**src/tmc_pkg.sv**
```systemverilog
package tmc_pkg;
  // ****************************************************************
  // geometry
  // ****************************************************************
  localparam int REG_COUNT = 8;
  localparam int REG_WIDTH = 13;
  localparam int ADDR_WIDTH = 3;
  localparam logic [2:0] ADDR_MAIN = 3'h0;
  localparam logic [2:0] ADDR_GEN_TWO = 3'h2;
  localparam logic [2:0] ADDR_GEN_THREE = 3'h3;
  localparam logic [2:0] ADDR_GEN_FIVE = 3'h5;
  // ****************************************************************
  // field positions
  // ****************************************************************
  localparam int MAIN_PD_BIT = 12;
  localparam int MAIN_DIR_BIT = 11;
  localparam int MAIN_SEL_LO = 8;
  localparam int MAIN_GAIN_LO = 6;
  localparam int MAIN_LNA_LO = 4;
  localparam int MAIN_MIX_LO = 2;
  localparam int MAIN_OSC_LO = 0;
  localparam int GEN_TWO_GAIN4_BIT = 8;
  localparam int GEN_THREE_GAIN_LO = 11;
  localparam int GEN_FIVE_TDEM_HI_BIT = 8;
  // ****************************************************************
  // reset values
  // ****************************************************************
  localparam logic [12:0] MAIN_RESET = 13'h002a;
  localparam logic [12:0] GEN_TWO_RESET = 13'h0040;
  localparam logic [12:0] GEN_RESET = 13'h0000;
  localparam logic [103:0] RESET_FLAT = {GEN_RESET, GEN_RESET, GEN_RESET, GEN_RESET,
    GEN_RESET, GEN_TWO_RESET, GEN_RESET, MAIN_RESET};
  localparam logic [1:0] BIAS_NOMINAL = 2'h2;
  // ****************************************************************
  // synthesiser test selector and lock pin sources
  // ****************************************************************
  typedef enum logic [2:0] {
    SEL_NORMAL = 3'b000,
    SEL_VCO_NOMOD = 3'b001,
    SEL_VCO_MOD = 3'b010,
    SEL_REF_DIV = 3'b011,
    SEL_TXDATA_MOD = 3'b100,
    SEL_PRESCALER = 3'b101,
    SEL_PRESC_NOMOD = 3'b110,
    SEL_SHIFT_DATA = 3'b111
  } tmc_synth_sel_e;
  localparam int PIN_COUNT = 8;
  localparam logic [2:0] PIN_PLL_LOCK = 3'h0;
  localparam logic [2:0] PIN_VCO_DIV = 3'h1;
  localparam logic [2:0] PIN_REF_DIV = 3'h2;
  localparam logic [2:0] PIN_PRESCALER = 3'h3;
  localparam logic [2:0] PIN_SHIFT_DATA = 3'h4;
  localparam logic [2:0] PIN_DEMOD_TEST = 3'h5;
  localparam logic [2:0] PIN_TX_DATA = 3'h6;
  localparam logic [2:0] PIN_DUAL_MOD = 3'h7;

  // which synchronised source the lock pin shows
  function automatic logic [2:0] tmc_lock_source(input logic [2:0] sel, input logic demodHi);
    logic [2:0] src;
    src = PIN_PLL_LOCK;
    if (demodHi) begin
      src = PIN_DEMOD_TEST;
    end else begin
      case (sel)
        SEL_VCO_NOMOD, SEL_VCO_MOD, SEL_TXDATA_MOD: src = PIN_VCO_DIV;
        SEL_REF_DIV: src = PIN_REF_DIV;
        SEL_PRESCALER, SEL_PRESC_NOMOD: src = PIN_PRESCALER;
        SEL_SHIFT_DATA: src = PIN_SHIFT_DATA;
        default: src = PIN_PLL_LOCK;
      endcase
    end
    return src;
  endfunction : tmc_lock_source
endpackage : tmc_pkg

```
**src/tmc_reg_store.sv**
```systemverilog
`timescale 1ns/1ps
`default_nettype none
module tmc_reg_store #(
  parameter int REG_COUNT = 8,
  parameter int REG_WIDTH = 13,
  parameter int ADDR_WIDTH = 3,
  parameter logic [REG_COUNT*REG_WIDTH-1:0] RESET_FLAT = '0
) (
  // clock and reset
  input wire logic clk_sys,
  input wire logic rst_b,
  // write side
  input wire logic wrEn,
  input wire logic [ADDR_WIDTH-1:0] wrAddr,
  input wire logic [REG_WIDTH-1:0] wrData,
  // read side
  input wire logic rdEn,
  input wire logic [ADDR_WIDTH-1:0] rdAddr,
  output logic [REG_WIDTH-1:0] rdData,
  // all words for static decoding
  output logic [REG_COUNT*REG_WIDTH-1:0] wordsFlat
);
  // ****************************************************************
  // storage words
  // ****************************************************************
  for (genvar i = 0; i < REG_COUNT; i++) begin : gWord
    wire logic hit = wrEn && (wrAddr == ADDR_WIDTH'(i));
    always_ff @(posedge clk_sys or negedge rst_b) begin
      if (!rst_b) begin
        wordsFlat[i*REG_WIDTH +: REG_WIDTH] <= RESET_FLAT[i*REG_WIDTH +: REG_WIDTH];
      end else if (hit) begin
        wordsFlat[i*REG_WIDTH +: REG_WIDTH] <= wrData;
      end
    end
  end

  // ****************************************************************
  // registered read, zero outside the answer cycle
  // ****************************************************************
  wire logic [REG_WIDTH-1:0] readWord = wordsFlat[rdAddr*REG_WIDTH +: REG_WIDTH];
  always_ff @(posedge clk_sys or negedge rst_b) begin
    if (!rst_b) begin
      rdData <= '0;
    end else begin
      rdData <= rdEn ? readWord : '0;
    end
  end
endmodule : tmc_reg_store
`default_nettype wire

```
**src/tmc_lock_mux.sv**
```systemverilog
`timescale 1ns/1ps
`default_nettype none
module tmc_lock_mux (
  // clock and reset
  input wire logic clk_sys,
  input wire logic rst_b,
  // selection
  input wire logic [2:0] synthSel,
  input wire logic demodHi,
  input wire logic [tmc_pkg::PIN_COUNT-1:0] pinSync,
  // results
  output logic lockPin,
  output logic modCtrlEnable,
  output logic modFromTxData,
  output logic modCtrl
);
  import tmc_pkg::*;
  // ****************************************************************
  // selection
  // ****************************************************************
  wire logic [2:0] srcIdx = tmc_lock_source(synthSel, demodHi);
  wire logic next_lockPin = pinSync[srcIdx];
  // modulation held off only by the two test codes that say so
  wire logic next_modCtrlEnable = demodHi ||
    !((synthSel == SEL_VCO_NOMOD) || (synthSel == SEL_PRESC_NOMOD));
  wire logic next_modFromTxData = !demodHi && (synthSel == SEL_TXDATA_MOD);
  wire logic next_modCtrl = next_modFromTxData ? pinSync[PIN_TX_DATA] :
    (next_modCtrlEnable && pinSync[PIN_DUAL_MOD]);

  // ****************************************************************
  // output flops
  // ****************************************************************
  always_ff @(posedge clk_sys or negedge rst_b) begin
    if (!rst_b) begin
      lockPin <= 1'b0;
      modCtrlEnable <= 1'b1;
      modFromTxData <= 1'b0;
      modCtrl <= 1'b0;
    end else begin
      lockPin <= next_lockPin;
      modCtrlEnable <= next_modCtrlEnable;
      modFromTxData <= next_modFromTxData;
      modCtrl <= next_modCtrl;
    end
  end
endmodule : tmc_lock_mux
`default_nettype wire

```
**src/tmc_main_control_regs.sv**
```systemverilog
`timescale 1ns/1ps
`default_nettype none
module tmc_main_control_regs #(
  parameter int REG_COUNT = 8,
  parameter int REG_WIDTH = 13,
  parameter int ADDR_WIDTH = 3
) (
  // clock and reset
  input wire logic clk_sys,
  input wire logic rst_b,
  // register port
  input wire logic [ADDR_WIDTH-1:0] regAddr,
  input wire logic [REG_WIDTH-1:0] regWrData,
  input wire logic regWr,
  input wire logic regRd,
  output logic [REG_WIDTH-1:0] regRdData,
  // asynchronous sources for the lock pin and modulation
  input wire logic pllLockIn,
  input wire logic vcoDividedIn,
  input wire logic refDividedIn,
  input wire logic prescalerIn,
  input wire logic shiftDataIn,
  input wire logic demodTestIn,
  input wire logic txDataIn,
  input wire logic dualModIn,
  // control fields from main and general registers two, three and five
  output logic chipPowerDown,
  output logic directionSelect,
  output logic [2:0] synthTestSel,
  output logic [4:0] ampGainCode,
  output logic [1:0] lowNoiseBiasStep,
  output logic [1:0] mixerBiasStep,
  output logic [1:0] oscDriveLevel,
  output logic demodTestHighBit,
  // general control words, register one in the low bits
  output logic [(REG_COUNT-1)*REG_WIDTH-1:0] generalCtrlFlat,
  // lock pin and modulation control
  output logic lockPin,
  output logic modCtrlEnable,
  output logic modFromTxData,
  output logic modCtrl
);
  import tmc_pkg::*;

  // ****************************************************************
  // elaboration check
  // ****************************************************************
  // field positions are fixed at thirteen bits and eight words
  if (REG_WIDTH != tmc_pkg::REG_WIDTH || REG_COUNT != (1 << ADDR_WIDTH) ||
      REG_COUNT != tmc_pkg::REG_COUNT) begin : gBadShape
    $error("tmc_main_control_regs: unsupported register shape");
  end

  // ****************************************************************
  // register store
  // ****************************************************************
  logic [REG_COUNT*REG_WIDTH-1:0] wordsFlat;

  tmc_reg_store #(
    .REG_COUNT(REG_COUNT),
    .REG_WIDTH(REG_WIDTH),
    .ADDR_WIDTH(ADDR_WIDTH),
    .RESET_FLAT(RESET_FLAT)
  ) uStore (
    .clk_sys(clk_sys),
    .rst_b(rst_b),
    .wrEn(regWr),
    .wrAddr(regAddr),
    .wrData(regWrData),
    .rdEn(regRd),
    .rdAddr(regAddr),
    .rdData(regRdData),
    .wordsFlat(wordsFlat)
  );

  // ****************************************************************
  // field decode
  // ****************************************************************
  wire logic [12:0] mainCtrl = wordsFlat[ADDR_MAIN*REG_WIDTH +: REG_WIDTH];
  wire logic [12:0] genTwo = wordsFlat[ADDR_GEN_TWO*REG_WIDTH +: REG_WIDTH];
  wire logic [12:0] genThree = wordsFlat[ADDR_GEN_THREE*REG_WIDTH +: REG_WIDTH];
  wire logic [12:0] genFive = wordsFlat[ADDR_GEN_FIVE*REG_WIDTH +: REG_WIDTH];

  assign chipPowerDown = mainCtrl[MAIN_PD_BIT];
  assign directionSelect = mainCtrl[MAIN_DIR_BIT];
  assign synthTestSel = mainCtrl[MAIN_SEL_LO +: 3];
  assign ampGainCode = {genTwo[GEN_TWO_GAIN4_BIT], mainCtrl[MAIN_GAIN_LO +: 2],
    genThree[GEN_THREE_GAIN_LO +: 2]};
  assign lowNoiseBiasStep = mainCtrl[MAIN_LNA_LO +: 2];
  assign mixerBiasStep = mainCtrl[MAIN_MIX_LO +: 2];
  assign oscDriveLevel = mainCtrl[MAIN_OSC_LO +: 2];
  assign demodTestHighBit = genFive[GEN_FIVE_TDEM_HI_BIT];
  assign generalCtrlFlat = wordsFlat[REG_COUNT*REG_WIDTH-1:REG_WIDTH];

  // ****************************************************************
  // pin synchronisers
  // ****************************************************************
  // the analogue side runs on its own timing, so each source is caught twice
  wire logic [PIN_COUNT-1:0] pinRaw = {dualModIn, txDataIn, demodTestIn, shiftDataIn,
    prescalerIn, refDividedIn, vcoDividedIn, pllLockIn};
  logic [PIN_COUNT-1:0] pinMeta;
  logic [PIN_COUNT-1:0] pinSync;

  for (genvar p = 0; p < PIN_COUNT; p++) begin : gSync
    always_ff @(posedge clk_sys or negedge rst_b) begin
      if (!rst_b) begin
        pinMeta[p] <= 1'b0;
        pinSync[p] <= 1'b0;
      end else begin
        pinMeta[p] <= pinRaw[p];
        pinSync[p] <= pinMeta[p];
      end
    end
  end

  // ****************************************************************
  // lock pin and modulation
  // ****************************************************************
  // limitation: a source toggling faster than half of clk_sys is aliased
  tmc_lock_mux uLock (
    .clk_sys(clk_sys),
    .rst_b(rst_b),
    .synthSel(synthTestSel),
    .demodHi(demodTestHighBit),
    .pinSync(pinSync),
    .lockPin(lockPin),
    .modCtrlEnable(modCtrlEnable),
    .modFromTxData(modFromTxData),
    .modCtrl(modCtrl)
  );

  wire logic selActive = !demodTestHighBit;
endmodule : tmc_main_control_regs
`default_nettype wire

```
**config.mk**
```make
export PLATFORM = sky130hd
export DESIGN_NAME = tmc_main_control_regs
export DESIGN_NICKNAME = d
export VERILOG_FILES = /design/src/tmc_pkg.sv /design/src/tmc_reg_store.sv /design/src/tmc_lock_mux.sv /design/src/tmc_main_control_regs.sv
export SDC_FILE = /design/constraint.sdc
export NUM_CORES = 1
export LEC_CHECK = 0
export ABC_CLOCK_PERIOD_IN_PS = 1900
export BUFFER_PORTS_ARGS = -buffer_cell sky130_fd_sc_hd__buf_2
export CORE_UTILIZATION = 53
export DETAILED_ROUTE_END_ITERATION = 6
export PLACE_DENSITY = 0.78
export REMOVE_ABC_BUFFERS = 1
export SETUP_SLACK_MARGIN = 0.05
export SLEW_MARGIN = 20
export SYNTH_ARGS = -nofsm -noshare
export SYNTH_HDL_FRONTEND = slang
export SYNTH_SLANG_ARGS = --single-unit
```
**constraint.sdc**
```tcl
create_clock -name clk_sys -period 1.9 [get_ports clk_sys]
set_input_delay 0.095 -clock clk_sys [delete_from_list [all_inputs] [get_ports clk_sys]]
set_output_delay 0.095 -clock clk_sys [all_outputs]
set_load 0.05 [all_outputs]
```
# Word level (Yosys, flattened, before mapping)
# Index checks and enable logic that the tools add are counted.
[op_classes]
order_cmp = 1
eq_ne = 14
shift = 1
n_mux = 6
n_reduce_logical = 17
n_mul = 1
[ops]
columns = ["operator", "count"]
rows = [
  ["$shiftx 104x8->13", 1],
  ["$eq 3x3->1 const B", 8],
  ["$mux 13", 1],
  ["$eq 3x2->1 const B", 4],
  ["$pmux 3 s4", 1],
  ["$logic_and 1x1->1", 10],
  ["$mul 3x4->7 const B", 1],
  ["$eq 3x1->1 const B", 2],
  ["$lt 3x4->1 const B", 1],
  ["$bmux 1 s3", 1],
  ["$logic_not 3->1", 1],
  ["$mux 3", 1],
  ["$reduce_or 3->1", 1],
  ["$logic_not 1->1", 2],
  ["$logic_or 1x1->1", 2],
  ["$mux 1", 2],
  ["$reduce_or 2->1", 1],
]
[word_totals]
ff_bits = 137
input_bits = 28
word_cells = 69
output_inout_bits = 125

# Depth between registers and ports, before layout
[depth]
ltp_word = 6
depth_mapped = 6
ltp_nobuf = 4

# Hierarchy
# Synthesis repeated with hierarchy kept, for this count alone.
[hier_totals]
cells_unflattened = 348
hier_area_um2 = 5751.8
[by_module_without_submodules]
columns = ["module", "area_per_inst_um2", "n_inst", "cells_per_inst", "seq_area_each_um2"]
rows = [
  ["tmc_reg_store", 5052.3, 1, 301, 2932.8],
  ["tmc_main_control_regs", 430.4, 1, 20, 400.4],
  ["tmc_lock_mux", 269.0, 1, 27, 101.3],
]

# Worst setup path after synthesis
# No wires, ideal clock.
[synth_path]
kind = "reg-to-reg"
startpoint = "register uStore.wordsFlat[10]"
endpoint = "register uLock.modCtrl"
synth_period_minus_slack_ps = 1629
path_stages_with_launch = 5
arrival_time_ps = 1508
path_slack_ps = 271
setup_ps = 121
required_time_ps = 1779
n_path_buf = 1
cell_sequence = "dfrtp_1 > clkbuf_1 > nor4b_1 > nor2b_1 > a22o_1"
[synth_between]
word_cells_on_any_way = 9
classes_between = "3 x eq/ne; 1 x mux; 5 x reduce/logical"
[synth_lines]
columns = ["item", "line_no", "source"]
rows = [
  ["start: declaration", "tmc_reg_store.sv:21", "output logic [REG_COUNT*REG_WIDTH-1:0] wordsFlat"],
  ["start signal: indexed assignment", "tmc_reg_store.sv:30", "wordsFlat[i*REG_WIDTH +: REG_WIDTH] <= RESET_FLAT[i*REG_WIDTH +: REG_WIDTH];"],
  ["start signal: indexed assignment", "tmc_reg_store.sv:32", "wordsFlat[i*REG_WIDTH +: REG_WIDTH] <= wrData;"],
  ["$eq 3x3->1", "tmc_lock_mux.sv:26", "wire logic next_modFromTxData = !demodHi && (synthSel == SEL_TXDATA_MOD);"],
  ["$logic_and 1x1->1", "tmc_lock_mux.sv:26", ""],
  ["via uLock.next_modFromTxData", "tmc_lock_mux.sv:26", ""],
  ["$mux 1", "tmc_lock_mux.sv:27", "wire logic next_modCtrl = next_modFromTxData ? pinSync[PIN_TX_DATA] :"],
  ["via uLock.next_modCtrl", "tmc_lock_mux.sv:27", ""],
  ["end signal: assignment", "tmc_lock_mux.sv:43", "modCtrl <= next_modCtrl;"],
  ["end: declaration", "tmc_lock_mux.sv:15", "output logic modCtrl"],
]
# The timed path passes the listed nets, and every way through them passes these cells.
# A chain may end at the register's enable or synchronous reset.

# Worst setup path after layout
[layout_path]
startpoint = "register uStore.wordsFlat[8]"
endpoint = "output synthTestSel[0]"
[layout_lines]
columns = ["item", "line_no", "source"]
rows = [
  ["end: declaration", "tmc_main_control_regs.sv:29", "output logic [2:0] synthTestSel,"],
]
# No word-level cell between the ends.

==> summary.txt <==
Run status
  – Outcome: finished clean

Power
  – Leak: 3.60 nW
  – Cell Int Power: 0.00694 W
  – Sw frac: 0.391
  – P per Cell Area: 1480 mW/mm^2
  – Combinational Power Share: 0.345
  – Share of power burned in registers: 0.348
  – Switch Pwr: 0.00445 W
  – Clock group share of total power: 0.307
  – Maximum vdd drop: 0.773 mV

Clocking
  – TritonCTS clock tree: built
  – # clock sinks: 137
  – Root Driver: clkbuf_8
  – Post-CTS resize count: 0
  – Latest clock arrival within the worst-skew pair: 0.53 ns
  – CTS clk-pin slew, worst paths: 0.06 ns
  – Htree depth: 4
  – TritonCTS Buffers: 17
  – Clock Tree Buf Depth: 2

Synthesis
  – Netlist cell types: 29
  – Async S/R FF share, synth: 1.00
  – Post-synthesis sequential area ratio: 0.594
  – Synthesized flop and latch total: 137
  – Mapped cell area: 0.00579 mm^2
  – Synth Flop Type: dfrtp_1
  – EDFF count, synth: 0
  – Mapped Cells: 349
  – Yosys warnings: 0
  – Post-synthesis average cell area: 16.6 um^2

Critical path
  – CP max stage cell: dfrtp_1
  – Crit path max fanout: 12
  – Setup crit start kind: flop
  – Worst setup path startpoint: uStore.wordsFlat[8]
  – Crit Reg-Reg Startpoint: uStore.wordsFlat[8]
  – CP top delay family: flip-flops
  – Buffers & Inverters on Critical Path: 1
  – Crit-path cells: buf_2
  – CP endpoint kind: output port
  – Worst Path Arrival: 1.47 ns
  – Largest stage delay, worst path: 0.60 ns
  – WS Path Type: flop to output port
  – Worst Path Required: 1.80 ns

Finish
  – Post-layout util: 0.735
  – Diode count: 0
  – Area delta synth->final: 33.0%
  – Filler cell count: 709
  – Layout cells sized above 1: 0.628
  – Final nets: 569

Timing
  – Final Setup Violations: 0
  – Min cycle time layout: 1.57 ns
  – TNS Setup: 0 ns
  – Final Skew: 0.00683 ns
  – Max Fclk: 0.638 GHz
  – Relative slew slack: 0.616
  – RSZ-0062 raised after global routing: false
  – Least-Margin Pin Slew: 0.576 ns
  – Max-slew violations: 0
  – Hold Vio Cnt, Final: 0
  – Period utilization: 0.825

Placed design
  – Final GP Congestion: 0.773
  – Port buffer count: 152
  – Detailed Place HPWL: 9490 um

Floorplanning
  – Die ar.: 0.0113 mm^2
  – I/O pin total: 153
  – Chip Width: 106 um
  – Starting Density: 0.553
  – Core footprint: 0.0105 mm^2
  – Chip Height: 106 um
  – Row cnt: 37

Routing
  – Initial drt markers: 125
  – DR WL/cell: 21.2 um
  – Post-Route WL: 14600 um
  – DRC viols: 0
  – Pre-antenna DRT Iters: 4
  – Antenna Violating Nets Remaining: 0
  – Routed vias/inst: 5.61
  – Routed vias: 3871

Global route
  – Vias in the first global route: 4007
  – Met1 GRT Util: 0.365
  – Initial antenna violation count: 0
  – Largest net degree at the start of global routing: 60
  – GR Layer Usage met3: 0.0852
  – First-pass GRT wire length: 23100 um
  – Total track usage: 0.281
  – GR Util met2: 0.443
  – GR peak layer: met2
  – Grt ovf: 0

Min path
  – Hold Path Class: input pin to flop
  – HP Start: regAddr[0]

Run
  – Max Cap Viol: 0
-- path summary, 6_finish.rpt --
check                           cells past startpoint  slack, ns                   end
worst max-delay path                                1       0.33       synthTestSel[0]
worst min-delay path                                3       0.06      uStore.rdData[8]
worst max register to register                      4       0.38         uLock.lockPin
worst min register to register                      0       0.35            pinSync[5]
max in group asynchronous                           3       1.02  uStore.wordsFlat[32]
min in group asynchronous                           2       0.10      uStore.rdData[2]
-- synthesized netlist by cell type (2+ instances only) --
library cell | number | area, um^2
buf_2 | 12 | 60.1
dfstp_2 | 5 | 131
nand3b_1 | 2 | 15.0
mux4_2 | 26 | 586
mux2i_1 | 14 | 140
nor3b_2 | 2 | 25.0
mux2_2 | 104 | 1170
nor4b_1 | 2 | 17.5
nand2_1 | 4 | 15.0
nor3_2 | 2 | 20.0
clkbuf_1 | 3 | 11.3
nand4b_1 | 2 | 17.5
nor2b_1 | 14 | 87.6
buf_4 | 11 | 82.6
dfrtp_1 | 132 | 3300
-- power groups by stage --
stage	logic, W	clock network (W)	registers, W
CTS	0.00394	0.00354	0.00395
global placement	0.00384	0	0.00396
finish	0.00392	0.00350	0.00396
global route	0.00409	0.00367	0.00404
detailed placement	0.00388	0	0.00399
floorplan	0.000840	0	0.00596
-- per-stage QoR --
| step | power [W] | hold slack [ns] | setup WS [ns] | area, um^2 | cells |
|---|---|---|---|---|---|
| 2_1_floorplan | 0.00680 | -0.201 | 0.235 | 5630 | 323 |
| 3_3_place_gp | 0.00779 | 0.106 | 0.350 | 6820 | 635 |
| 3_5_place_dp | 0.00788 | 0.105 | 0.342 | 6820 | 635 |
| 4_1_cts | 0.0114 | 0.0386 | 0.327 | 7690 | 690 |
| 5_1_grt | 0.0118 | 0.0588 | 0.237 | 7690 | 690 |
| 6_report | 0.0114 | 0.0574 | 0.332 | 7690 | 690 |
-- what timing repair did --
action | CTS | global route
hold buffers | 23 | 0
buffers inserted | 0 | 0
endpoints found under the hold margin | 207 | 0
endpoints found under the setup margin | 0 | 0
-- cell families after synthesis --
logic type,share of synthesized area
multiplexers,0.328
AO/OA/AOI/OAI,0.00887
XOR/XNOR,0.00151
AND/OR/NAND/NOR,0.0409
buffers and inverters,0.0272
flip-flops,0.594
-- layer usage --
metal,share of wire,vias to the layer above
met4,0.027,0
li1,-,1675
met1,0.41,2011
met5,0,-
met3,0.064,29
met2,0.50,156
-- cell usage in the layout, fill, tap and decap left out, types with 2 or more instances in the layout --
cell type and n:
clkbuf_16 16, bufinv_16 4, dlygate4sd3_1 23, buf_2 151, mux4_2 26, dfstp_2 5
clkinv_4 2, buf_4 20, clkbuf_8 5, nor3_4 2, buf_12 4, mux2i_1 14
dfrtp_1 132, nand3b_1 2, nor2b_1 14, mux2_2 104, nor4b_1 2, clkinvlp_4 3
nor3b_4 2, nand2_1 4, nand4b_1 2
-- registers in the layout, indices dropped and copies added, names as in the netlist --
register	count
uStore.wordsFlat	104
uStore.rdData	13
pinMeta	8
pinSync	8
uLock.lockPin	1
uLock.modCtrl	1
uLock.modCtrlEnable	1
uLock.modFromTxData	1
-- cell type report --
class | count | area (um^2) | area share
clock inverters | 10 | 165 | 0.0215
multi-input cells | 185 | 2220 | 0.288
well taps | 136 | 170 | 0.0221
clock buffers | 22 | 473 | 0.0615
inverters | 1 | 3.75 | 0.000488
flip-flops and latches | 137 | 3430 | 0.446
repair buffers | 199 | 1230 | 0.160
(Power assumes the default switching activity.)
